==> config.mk <==
export PLATFORM = sky130hd
export DESIGN_NAME = rail3_voltage_sleep_regs
export DESIGN_NICKNAME = d
export VERILOG_FILES = /design/src/rail3_pkg.sv /design/src/sleep_pin_sync.sv /design/src/rail3_voltage_sleep_regs.sv
export SDC_FILE = /design/constraint.sdc
export NUM_CORES = 1
export LEC_CHECK = 0
export CAP_MARGIN = 40
export CORE_UTILIZATION = 30
export CTS_BUF_LIST = sky130_fd_sc_hd__clkbuf_8
export DETAILED_ROUTE_END_ITERATION = 8
export DONT_BUFFER_PORTS = 1
export PLACE_DENSITY = 0.42
export SLEW_MARGIN = 10
export SYNTH_ARGS = -nofsm -noshare
export SYNTH_HDL_FRONTEND = slang
export SYNTH_SLANG_ARGS = --single-unit
==> constraint.sdc <==
create_clock -name clk -period 2.9 [get_ports clk]
set_input_delay 0.29 -clock clk [delete_from_list [all_inputs] [get_ports clk]]
set_output_delay 0.29 -clock clk [all_outputs]
set_load 0.05 [all_outputs]
==> src/rail3_pkg.sv <==
/*
  Shared constants and types for the third rail's voltage and sleep register block.
  Assumes a single 50 MHz clock domain and 8-bit register offsets.
*/
`default_nettype none
package rail3_pkg;
  // ----------------------------------------------------------------
  // Register offsets
  // ----------------------------------------------------------------
  localparam logic [7:0] DECAY_OFFSET  = 8'h22;
  localparam logic [7:0] NORMAL_OFFSET = 8'h23;
  localparam logic [7:0] SLEEP_OFFSET  = 8'h24;

  // ----------------------------------------------------------------
  // Field layout
  // ----------------------------------------------------------------
  localparam int CODE_LSB     = 1;
  localparam int CODE_MSB     = 7;
  localparam int DECAY_BIT    = 0;
  localparam int SLEEP_EN_BIT = 0;
  localparam logic [7:0] UNMAPPED_READ = 8'h00;

  // ----------------------------------------------------------------
  // Default factory contents (overridden per variant)
  // ----------------------------------------------------------------
  localparam logic [7:0] DECAY_RESET  = 8'h40;
  localparam logic [7:0] NORMAL_RESET = 8'h40;
  localparam logic [7:0] SLEEP_RESET  = 8'h40;

  // ----------------------------------------------------------------
  // Timing
  // ----------------------------------------------------------------
  localparam int CLK_MHZ           = 50;
  localparam int SLEW_STEP_NS      = 1000;
  localparam int SLEW_STEP_CYCLES  = (SLEW_STEP_NS * CLK_MHZ + 999) / 1000;
  localparam int DECAY_HOLD_US     = 100;
  localparam int DECAY_HOLD_CYCLES = DECAY_HOLD_US * CLK_MHZ;

  // ----------------------------------------------------------------
  // Types
  // ----------------------------------------------------------------
  typedef enum logic { SEL_PIN_THREE, SEL_PIN_SIX } sleep_pin_sel_t;
  typedef enum logic { STEP_10MV, STEP_25MV } step_scale_t;
  typedef enum logic [1:0] { ST_HOLD, ST_SLEW, ST_DECAY } drive_state_t;
endpackage : rail3_pkg
`default_nettype wire

==> src/sleep_pin_sync.sv <==
/*
  Synchroniser and factory selection of the sleep request pin.
  Assumes both control inputs are asynchronous pins.
*/
`timescale 1ns/1ps
`default_nettype none
module sleep_pin_sync
  import rail3_pkg::*;
#(
  parameter sleep_pin_sel_t PIN_SEL = SEL_PIN_THREE
) (
  input  wire logic clk,
  input  wire logic arst_n,
  input  wire logic control_input_three_sleep_select_one,
  input  wire logic control_input_six_sleep_select_two,
  output var  logic sleep_pin_low
);
  logic [1:0] meta;
  logic [1:0] synced;

  // ----------------------------------------------------------------
  // Two-stage synchronisers; first stage is read only by the second
  // ----------------------------------------------------------------
  always_ff @(posedge clk or negedge arst_n) begin
    if (!arst_n) begin
      meta   <= 2'h3;
      synced <= 2'h3;
    end else begin
      meta   <= {control_input_six_sleep_select_two, control_input_three_sleep_select_one};
      synced <= meta;
    end
  end

  // Fixed at build time, so software has no way to move the pin
  assign sleep_pin_low = (PIN_SEL == SEL_PIN_SIX) ? ~synced[1] : ~synced[0];
endmodule : sleep_pin_sync
`default_nettype wire

==> src/rail3_voltage_sleep_regs.sv <==
/*
  Register bank and target selection for the third step-down rail: decay select,
  normal code, sleep code with enable, and the down-slew or passive-decay sequencer.
  Assumes a simple synchronous register port from the serial interface and that the
  analog loop consumes regulation_code, step_25mv and passive_decay.
  Limitations: rises are applied in one step; the decay window is a fixed count
  rather than a measured fall; the code-to-voltage tables sit on the analog side,
  which reads step_25mv to pick its scale.
*/
//
// Contract
// - Decay bit 0: step down by controlled slewing
// - Decay bit 1: release drive, let output decay
// - Decay bits 7:1 spare storage, no effect
// - Voltage bits 7:1 normal target; bit 0 reads zero
// - Factory scale 10 mV or 25 mV, shared
// - Sleep bits 7:1 sleep target when enabled
// - Sleep enable 0: always normal code
// - Sleep enable 1: sleep code while pin low
// - Sleep pin fixed by factory, not software
// - Reset contents are factory variant defaults
`timescale 1ns/1ps
`default_nettype none
module rail3_voltage_sleep_regs
  import rail3_pkg::*;
#(
  parameter logic [7:0]     DECAY_INIT  = DECAY_RESET,
  parameter logic [7:0]     NORMAL_INIT = NORMAL_RESET,
  parameter logic [7:0]     SLEEP_INIT  = SLEEP_RESET,
  parameter sleep_pin_sel_t PIN_SEL     = SEL_PIN_THREE,
  parameter step_scale_t    STEP_SCALE  = STEP_10MV,
  parameter int             DECAY_HOLD  = DECAY_HOLD_CYCLES
) (
  input  wire logic       clk,
  input  wire logic       arst_n,
  input  wire logic [7:0] reg_addr,
  input  wire logic       reg_wr_en,
  input  wire logic [7:0] reg_wr_data,
  input  wire logic       reg_rd_en,
  output var  logic [7:0] reg_rd_data,
  input  wire logic       control_input_three_sleep_select_one,
  input  wire logic       control_input_six_sleep_select_two,
  output var  logic [6:0] regulation_code,
  output var  logic [6:0] target_code,
  output var  logic       step_25mv,
  output var  logic       sleep_active,
  output var  logic       slew_active,
  output var  logic       passive_decay
);
  // ----------------------------------------------------------------
  // Storage and decode
  // ----------------------------------------------------------------
  logic [7:0]   rail3_decay_select;
  logic [6:0]   rail3_normal_voltage_code;
  logic [7:0]   rail3_sleep_voltage_control;
  logic         sleep_pin_low;
  logic         hit_decay;
  logic         hit_normal;
  logic         hit_sleep;
  logic [7:0]   read_mux;
  logic         rail3_decay_select_bit;
  logic         rail3_sleep_enable;
  logic [6:0]   rail3_sleep_voltage_code;
  drive_state_t state;
  drive_state_t next_state;
  logic [6:0]   next_code;
  logic [15:0]  count;
  logic [15:0]  next_count;

  localparam logic [15:0] SLEW_LAST  = 16'(SLEW_STEP_CYCLES - 1);
  localparam logic [15:0] DECAY_LAST = 16'(DECAY_HOLD - 1);

  // Pin choice is a build parameter only; no register reaches it
  // Its flops start high, so a pin held low through reset counts two edges later
  sleep_pin_sync #(
    .PIN_SEL (PIN_SEL)
  ) u_sleep_pin (
    .clk                                  (clk),
    .arst_n                               (arst_n),
    .control_input_three_sleep_select_one (control_input_three_sleep_select_one),
    .control_input_six_sleep_select_two   (control_input_six_sleep_select_two),
    .sleep_pin_low                        (sleep_pin_low)
  );

  // Address decode for the three registers
  // Unmapped offsets match no hit, so their writes are simply dropped
  assign hit_decay  = (reg_addr == DECAY_OFFSET);
  assign hit_normal = (reg_addr == NORMAL_OFFSET);
  assign hit_sleep  = (reg_addr == SLEEP_OFFSET);

  // Field views; the spare bits are stored and read back but steer nothing
  assign rail3_decay_select_bit   = rail3_decay_select[DECAY_BIT];
  assign rail3_sleep_enable       = rail3_sleep_voltage_control[SLEEP_EN_BIT];
  assign rail3_sleep_voltage_code = rail3_sleep_voltage_control[CODE_MSB:CODE_LSB];

  // Read path; reserved bit 0 of the normal register always reads zero
  always_comb begin
    if (hit_decay) begin
      read_mux = rail3_decay_select;
    end else if (hit_normal) begin
      read_mux = {rail3_normal_voltage_code, 1'b0};
    end else if (hit_sleep) begin
      read_mux = rail3_sleep_voltage_control;
    end else begin
      read_mux = UNMAPPED_READ;
    end
  end

  // ----------------------------------------------------------------
  // Register writes and read data
  // ----------------------------------------------------------------
  // Reset loads the per-variant factory image, not one fixed word
  always_ff @(posedge clk or negedge arst_n) begin
    if (!arst_n) begin
      rail3_decay_select          <= DECAY_INIT;
      rail3_normal_voltage_code   <= NORMAL_INIT[CODE_MSB:CODE_LSB];
      rail3_sleep_voltage_control <= SLEEP_INIT;
      reg_rd_data                 <= 8'h00;
    end else begin
      if (reg_wr_en && hit_decay) begin
        rail3_decay_select <= reg_wr_data;
      end
      if (reg_wr_en && hit_normal) begin
        rail3_normal_voltage_code <= reg_wr_data[CODE_MSB:CODE_LSB];
      end
      if (reg_wr_en && hit_sleep) begin
        rail3_sleep_voltage_control <= reg_wr_data;
      end
      if (reg_rd_en) begin
        reg_rd_data <= read_mux;
      end
    end
  end

  // ----------------------------------------------------------------
  // Target selection
  // ----------------------------------------------------------------
  // Purely combinational, so pin edges and writes take effect with no software step
  assign sleep_active = rail3_sleep_enable && sleep_pin_low;
  assign target_code  = sleep_active ? rail3_sleep_voltage_code
                                     : rail3_normal_voltage_code;
  // One scale for both code fields, fixed at build time
  assign step_25mv    = (STEP_SCALE == STEP_25MV);

  // ----------------------------------------------------------------
  // Down-transition sequencer
  // ----------------------------------------------------------------
  // Rises are applied at once; falls either walk one code per step or jump with
  // the drive released. The decay hold is a fixed window since the real fall rate
  // depends on load and capacitance that the logic cannot see.
  always_comb begin
    next_state = state;
    next_code  = regulation_code;
    next_count = count;
    case (state)
      ST_HOLD: begin
        next_count = 16'h0000;
        if (target_code > regulation_code) begin
          next_code = target_code;
        end else if (target_code < regulation_code) begin
          if (!rail3_decay_select_bit) begin
            next_state = ST_SLEW;
          end else begin
            next_code  = target_code;
            next_state = ST_DECAY;
          end
        end
      end
      ST_SLEW: begin
        // A raise or a reached target ends the walk at once
        if (target_code >= regulation_code) begin
          next_code  = target_code;
          next_state = ST_HOLD;
        end else if (count == SLEW_LAST) begin
          next_code  = regulation_code - 7'h01;
          next_count = 16'h0000;
        end else begin
          next_count = count + 16'h0001;
        end
      end
      ST_DECAY: begin
        // A further fall restarts the window from the new code
        if (target_code > regulation_code) begin
          next_code  = target_code;
          next_state = ST_HOLD;
        end else if (target_code < regulation_code) begin
          next_code  = target_code;
          next_count = 16'h0000;
        end else if (count == DECAY_LAST) begin
          next_state = ST_HOLD;
        end else begin
          next_count = count + 16'h0001;
        end
      end
      default: begin
        next_state = ST_HOLD;
      end
    endcase
  end

  // Sequencer state
  // The applied code restarts at the normal code; a sleep target is reached by a rise or a fall from it
  always_ff @(posedge clk or negedge arst_n) begin
    if (!arst_n) begin
      state           <= ST_HOLD;
      regulation_code <= NORMAL_INIT[CODE_MSB:CODE_LSB];
      count           <= 16'h0000;
    end else begin
      state           <= next_state;
      regulation_code <= next_code;
      count           <= next_count;
    end
  end

  // Active pull-down only while slewing; released in the decay window
  assign slew_active   = (state == ST_SLEW);
  assign passive_decay = (state == ST_DECAY);
endmodule : rail3_voltage_sleep_regs
`default_nettype wire

# --- After elaboration in Yosys (flattened, before gate mapping) ---
# Cells that the tools add are included.
totals:
  wordCells: 69
  ff_bits: 58
classes:
  n_bitwise: 1
  n_mux: 26
  n_lt_le_gt_ge: 3
  n_addsub: 2
  eq_ne: 19
  reduce_logical: 9
op_table:
  columns: ["op", "count"]
  rows:
  - ["two-way mux 16 bit", 5]
  - ["two-way mux 7 bit", 8]
  - ["case mux 16 bit (3 select lines)", 1]
  - ["equality test 8 x 6 -> 1 bit (second input constant)", 3]
  - ["two-way mux 8 bit", 3]
  - ["case mux 7 bit (3 select lines)", 1]
  - ["adder 16 x 1 -> 16 bit (second input constant)", 1]
  - ["equality test 16 x 13 -> 1 bit (second input constant)", 1]
  - ["equality test 16 x 6 -> 1 bit (second input constant)", 1]
  - ["two-way mux 2 bit", 7]
  - ["!= test 3 bit (second input constant)", 4]
  - ["AND reduction 5 bit", 2]
  - ["!= test 3 x 1 -> 1 bit (second input constant)", 3]
  - ["!= test 2 bit (second input constant)", 4]
  - ["greater-or-equal comparator 7 bit", 1]
  - ["> comparator 7 bit", 1]
  - ["< comparator 7 bit", 1]
  - ["subtractor 7 x 1 -> 7 bit (second input constant)", 1]
  - ["case mux 2 bit (3 select lines)", 1]
  - ["logical AND 1 bit", 4]
  - ["AND reduction 4 bit", 1]
  - ["nonzero test 3 bit", 1]
  - ["equality test 2 x 1 -> 1 bit (second input constant)", 1]
  - ["equality test 2 bit (second input constant)", 1]
  - ["3 further kinds", 3]

# --- Longest topological paths before layout ---
logic_depth:
  ltp_word: 7
  depth_mapped: 11

# --- Modules after synthesis ---
# From an unflattened synthesis, not the netlist that was laid out.
unflattened:
  cells_unflattened: 324
  area_unflattened_um2: 3333.2
by_module_without_submodules:
  columns: ["module", "seq_area_each_um2", "n_inst", "area_per_inst_um2", "cells_each"]
  rows:
  - ["rail3_voltage_sleep_regs", 1406.3, 1, 3276.9, 321]
  - ["sleep_pin_sync", 52.6, 1, 56.3, 3]

# --- Worst setup path before layout ---
# OpenSTA, ideal clock, no wires.
synth_path:
  path_kind: "reg-to-reg"
  from: "reg u_sleep_pin.synced[0]"
  to: "reg regulation_code[3]"
  setup_ns: 0.131
  arrival_time_ns: 3.073
  path_stages_with_launch: 12
  period_less_slack_ns: 3.204
  path_slack_ns: -0.304
  path_cell_list: "dfstp_2 > nand2b_1 > clkbuf_1 > mux2_2 > ha_1 > and4_1 > a21boi_2 > nor4_1 > clkbuf_1 > nand2_1 > o32ai_1 > a21oi_1"
synth_between:
  elab_cells_between_ends: 18
  classes_between: "order compare (3); eq/ne (4); mux (8); bitwise (1); reduce/logical (2)"
synth_lines:
  columns: ["element", "line_no", "rtl"]
  rows:
  - ["from (decl)", "sleep_pin_sync.sv:19", "logic [1:0] synced;"]
  - ["from (signal assigned)", "sleep_pin_sync.sv:30", "synced <= meta;"]
  - ["inverter 1 bit (*)", "sleep_pin_sync.sv:35", "assign sleep_pin_low = (PIN_SEL == SEL_PIN_SIX) ? ~synced[1] : ~synced[0];"]
  - ["logical AND 1 bit (*)", "rail3_voltage_sleep_regs.sv:139", "assign sleep_active = rail3_sleep_enable && sleep_pin_low;"]
  - ["two-way mux 7 bit (*)", "rail3_voltage_sleep_regs.sv:140", "assign target_code = sleep_active ? rail3_sleep_voltage_code"]
  - ["via target_code[6]", "rail3_voltage_sleep_regs.sv:44", "output var logic [6:0] target_code,"]
  - ["> comparator 7 bit (tied with other cells)", "rail3_voltage_sleep_regs.sv:158, rail3_voltage_sleep_regs.sv:183", null]
  - ["!= test 3 bit (no line) (tied with other cells)", null, null]
  - ["AND reduction 5 bit (no line) or case mux 7 bit (3 select lines) (tied branches)", null, null]
  - ["to (signal assigned)", "rail3_voltage_sleep_regs.sv:206", "regulation_code <= NORMAL_INIT[CODE_MSB:CODE_LSB];"]
  - ["to (signal assigned)", "rail3_voltage_sleep_regs.sv:210", "regulation_code <= next_code;"]
  - ["to (decl)", "rail3_voltage_sleep_regs.sv:43", "output var logic [6:0] regulation_code,"]
# The timed path passes the listed nets; every way through them passes the cells marked *. The select of a mux whose other input is x is not followed.
# A chain may end at the register's enable or synchronous reset.

# --- Final worst setup path ---
layout_path:
  from: "reg u_sleep_pin.synced[0]"
  to: "reg count[11]"
layout_between:
  elab_chain_len: 7
  elab_cells_between_ends: 13
  classes_between: "order compare (3); eq/ne (3); mux (4); bitwise (1); reduce/logical (2)"
layout_lines:
  columns: ["element", "line_no", "rtl"]
  rows:
  - ["inverter 1 bit (*)", "sleep_pin_sync.sv:35", null]
  - ["logical AND 1 bit (*)", "rail3_voltage_sleep_regs.sv:139", null]
  - ["two-way mux 7 bit (*)", "rail3_voltage_sleep_regs.sv:140", null]
  - ["< comparator 7 bit", "rail3_voltage_sleep_regs.sv:186", "end else if (target_code < regulation_code) begin"]
  - ["two-way mux 16 bit", "rail3_voltage_sleep_regs.sv:186", null]
  - ["two-way mux 16 bit", "rail3_voltage_sleep_regs.sv:183", "if (target_code > regulation_code) begin"]
  - ["case mux 16 bit (3 select lines)", "rail3_voltage_sleep_regs.sv:155", "case (state)"]
  - ["to (signal assigned)", "rail3_voltage_sleep_regs.sv:211", "count <= next_count;"]
  - ["to (decl)", "rail3_voltage_sleep_regs.sv:67", "logic [15:0] count;"]
# Every way passes the cells marked *; elsewhere a longest branch is shown, timed or not. The select of a mux whose other input is x is not followed.

==> out/results.txt <==
The H-tree was split into 3 levels. The worst path needs 2820 ps of the cycle, external delays included. The count of endpoints failing hold in the final timing report was 0; the leakage power figure was 0.00186 uW.

The cell sitting at the root of the clock tree is a clkbuf_8. The post-synthesis register bit count was 58. TritonCTS built the clock tree. The clock edge transition at the registers on the reported setup and hold paths is 70 ps, and the final period utilization is 0.973. Average wire per standard cell: 16.6 um. The pin slew with the least headroom to its limit is 584 ps, and the reg2reg setup slack is 80 ps. Ranked by total cell area, the synthesized netlist is headed by dfrtp_1, mux2_2, ha_1. The tools report the first-pass GRT wire length as 14000 um. Sorting the synthesized cells by how often they occur yields dfrtp_1, mux2_2, nand2_1. The logs give 2665 for the count of vias placed by the detailed router and 0.611 for the worst slew margin relative to its limit. Cell taking the most area after synthesis: dfrtp_1. The data required time at the worst endpoint was 3160 ps; the overall overflow remaining after global route was 0. The logs give 0.786 for the final weighted congestion of routability-driven global placement and 0.312 for the effective utilization at floorplan. The height of the die came out at 106 um. The number of global-route vias before repair was 2695. For this design, the sink count on the clock tree is 58.

Final hold analysis gives a worst-case slack of 25.3 ps. The XOR/XNOR share of the synthesized area works out to 0. For this run, design rule violations remaining after detail routing come to 0. The total area inside the core boundary comes to 10500 sq um. The completed layout was analyzed and its total power is 3340 uW.

Summed over all failing endpoints, the final setup total negative slack is 0 ps. Max-cap violations in this run came to 0. The share of cell area taken by muxes after synthesis was 0.106. The average size of a mapped cell was 10.0 sq um; the worst-case clock skew was 12.0 ps.

For the max-slew violation total from the final report, the log shows 0. The logs give 0 for the initial antenna violation count and 1460 sq um for the register area. The share of post-route cells with drive strength above 1 was 0.330; the I/O pin total was 48. The share of Yosys cell area claimed by the top area cell type came out at 0.398. After detailed routing, the number of vias per cell comes to 5.24. For the number of buffers created by CTS, the log shows 9. The worst voltage drop across the vdd grid was 420 uV. STA classifies the critical path startpoint as a flip-flop. For this run, the leading register cell type out of synthesis is dfrtp_1. The number of port buffers is 0. Setup violations remaining at the end of the flow were counted as 0.

The logs give 0.446 for the sequential element share of the synthesized area and 0 for the diode insertion count for antenna repair. For the number of nets in the finished design, the log shows 404. The simple-gate portion of the synthesized area was 0.163. The fraction of the mapped netlist area in adder cells was 0.0536. The floorplan has 37 rows. The class of the most critical setup path was flip-flop to flip-flop.

The full die area is 11300 sq um, and the endpoint arrival time on the critical path is 3080 ps. Cell with the most instances after synthesis: dfrtp_1. The area fraction in compound gates after synthesis is 0.181, and the pin count of the biggest net entering global routing is 59. The Yosys step of the flow raised 0 warnings. The proportion of register bits with asynchronous set or reset after synthesis is 1.00. The min-delay analysis places its worst path in the category input port to flip-flop. At the later pin of the worst-skew pair, clock insertion delay measures 340 ps. For this block, the routed nets add up to 8460 um of wire.

The number of nets handed over by synthesis was 362. The overall routing resource usage was 0.162. The kind of capture point of the worst setup path was a flip-flop.

The post-DP HPWL is 5880 um, and the number of synthesized flops with an enable pin is 0. Static timing analysis puts the maximum clock frequency at 0.355 GHz. Summing every instance area after synthesis gives 3270 sq um. The multi-input combinational cells in the finished layout cover a total of 1830 sq um. The tools report the number of instances in the synthesized netlist as 326. Dividing total power by cell area gives a power density of 805 nW/um^2.

The synthesis-to-layout area growth came out at 27.1%. The run finished with clean final reports. The filler cell count was 1058; the largest buffer count on any clock path was 2.

The number of nets with antenna violations after detailed routing is 0, and the number of detailed-routing iterations run before antenna repair is 5. From left edge to right edge, the die measures 106 um. Largest family of logic cells by synthesized area: compound AO/OA/AOI/OAI gates.

For this block, the initial DRC count from the detailed router was 156. In this run, distinct cell masters in the synthesized netlist total 58. The largest driver fanout on the critical path was 8.
## power by group
group	switching (uW)	total (uW)	internal (uW)
Combinational	850	1450	595
Clock	376	865	489
Sequential	121	1030	911
## worst max-delay path: stages, from the launching register on
cell       delay (ps)
dfstp_2           520
nand2b_4          120
buf_12            130
mux2_4            330
ha_4              270
and4_4            220
a21boi_4          300
o21ai_2           130
a21oi_4           240
nor2b_1           180
buf_4             180
o2bb2ai_1         120
## timing repair
action                                  CTS  global route
endpoints found under the setup margin    9            24
cloned                                    1             0
hold buffers                              4             0
hold endpoints to repair                 60             0
buffers inserted                          3             3
resized for setup                         5            17
pin swaps                                 4             6
## metrics by stage
stage	setup slack, ps	area (sq um)	utilization	std cells
after floorplan	12.0	3340	-	326
after global placement	1.58	3700	0.354	483
after detailed placement	-28.8	3700	0.354	483
after CTS	13.5	4050	0.387	507
after global routing	-54.5	4150	0.397	509
final	79.7	4150	0.397	509
## area by class of cell
| cell class | count | area share |
|---|---|---|
| multi-input cells | 232 | 0.442 |
| flip-flops and latches | 58 | 0.351 |
| repair buffers | 44 | 0.0913 |
| well taps | 136 | 0.0410 |
| clock buffers | 9 | 0.0298 |
| clock inverters | 7 | 0.0244 |
| inverters | 23 | 0.0208 |
## routing by layer
metal,GRT usage,share of wire,vias up
met4,0.0486,0.0099,0
met2,0.245,0.46,56
met3,0.0552,0.053,8
li1,-,-,1283
met5,0,0,-
met1,0.218,0.48,1318
## registers in the layout, indices dropped and copies added, names as in the netlist
register and cells:
u_sleep_pin.meta 1, rail3_normal_voltage_code 7, rail3_sleep_voltage_control 8, reg_rd_data 8, u_sleep_pin.synced 1, state 2
count 16, rail3_decay_select 8, regulation_code 7
## cell families after synthesis
kind of cell,Yosys count
AOI/OAI and AO/OA,87
buffers and inverters,36
DFF,58
other,1
and+or+nand+nor,99
adders and majority gates,14
muxes,31
## cells in the final DEF, fill, tap and decap left out, types with 6 or more instances in the layout
| cell | instances |
|---|---|
| a21oi_1 | 20 |
| a222oi_1 | 6 |
| buf_4 | 35 |
| clkbuf_8 | 9 |
| dfrtp_1 | 52 |
| dfstp_2 | 6 |
| ha_1 | 10 |
| inv_1 | 23 |
| mux2_2 | 24 |
| mux2_4 | 6 |
| nand2_1 | 29 |
| nand3_1 | 10 |
| nor2_1 | 20 |
| o21ai_0 | 9 |
| o22ai_1 | 8 |
## worst paths after layout
kind,from,end,cells past startpoint
hold / removal,reg_rd_en,reg_rd_data[1]$_DFFE_PN0P_,1
max in group asynchronous,arst_n,u_sleep_pin.synced[0]$_DFF_PN1_,2
min in group asynchronous,arst_n,reg_rd_data[4]$_DFFE_PN0P_,2
setup reg to reg,u_sleep_pin.synced[0]$_DFF_PN1_,count[11]$_DFFE_PN0P_,11
hold reg to reg,u_sleep_pin.meta[0]$_DFF_PN1_,u_sleep_pin.synced[0]$_DFF_PN1_,0
setup / recovery,u_sleep_pin.synced[0]$_DFF_PN1_,count[11]$_DFFE_PN0P_,11
Note: power is estimated with default switching activity, not from simulation.
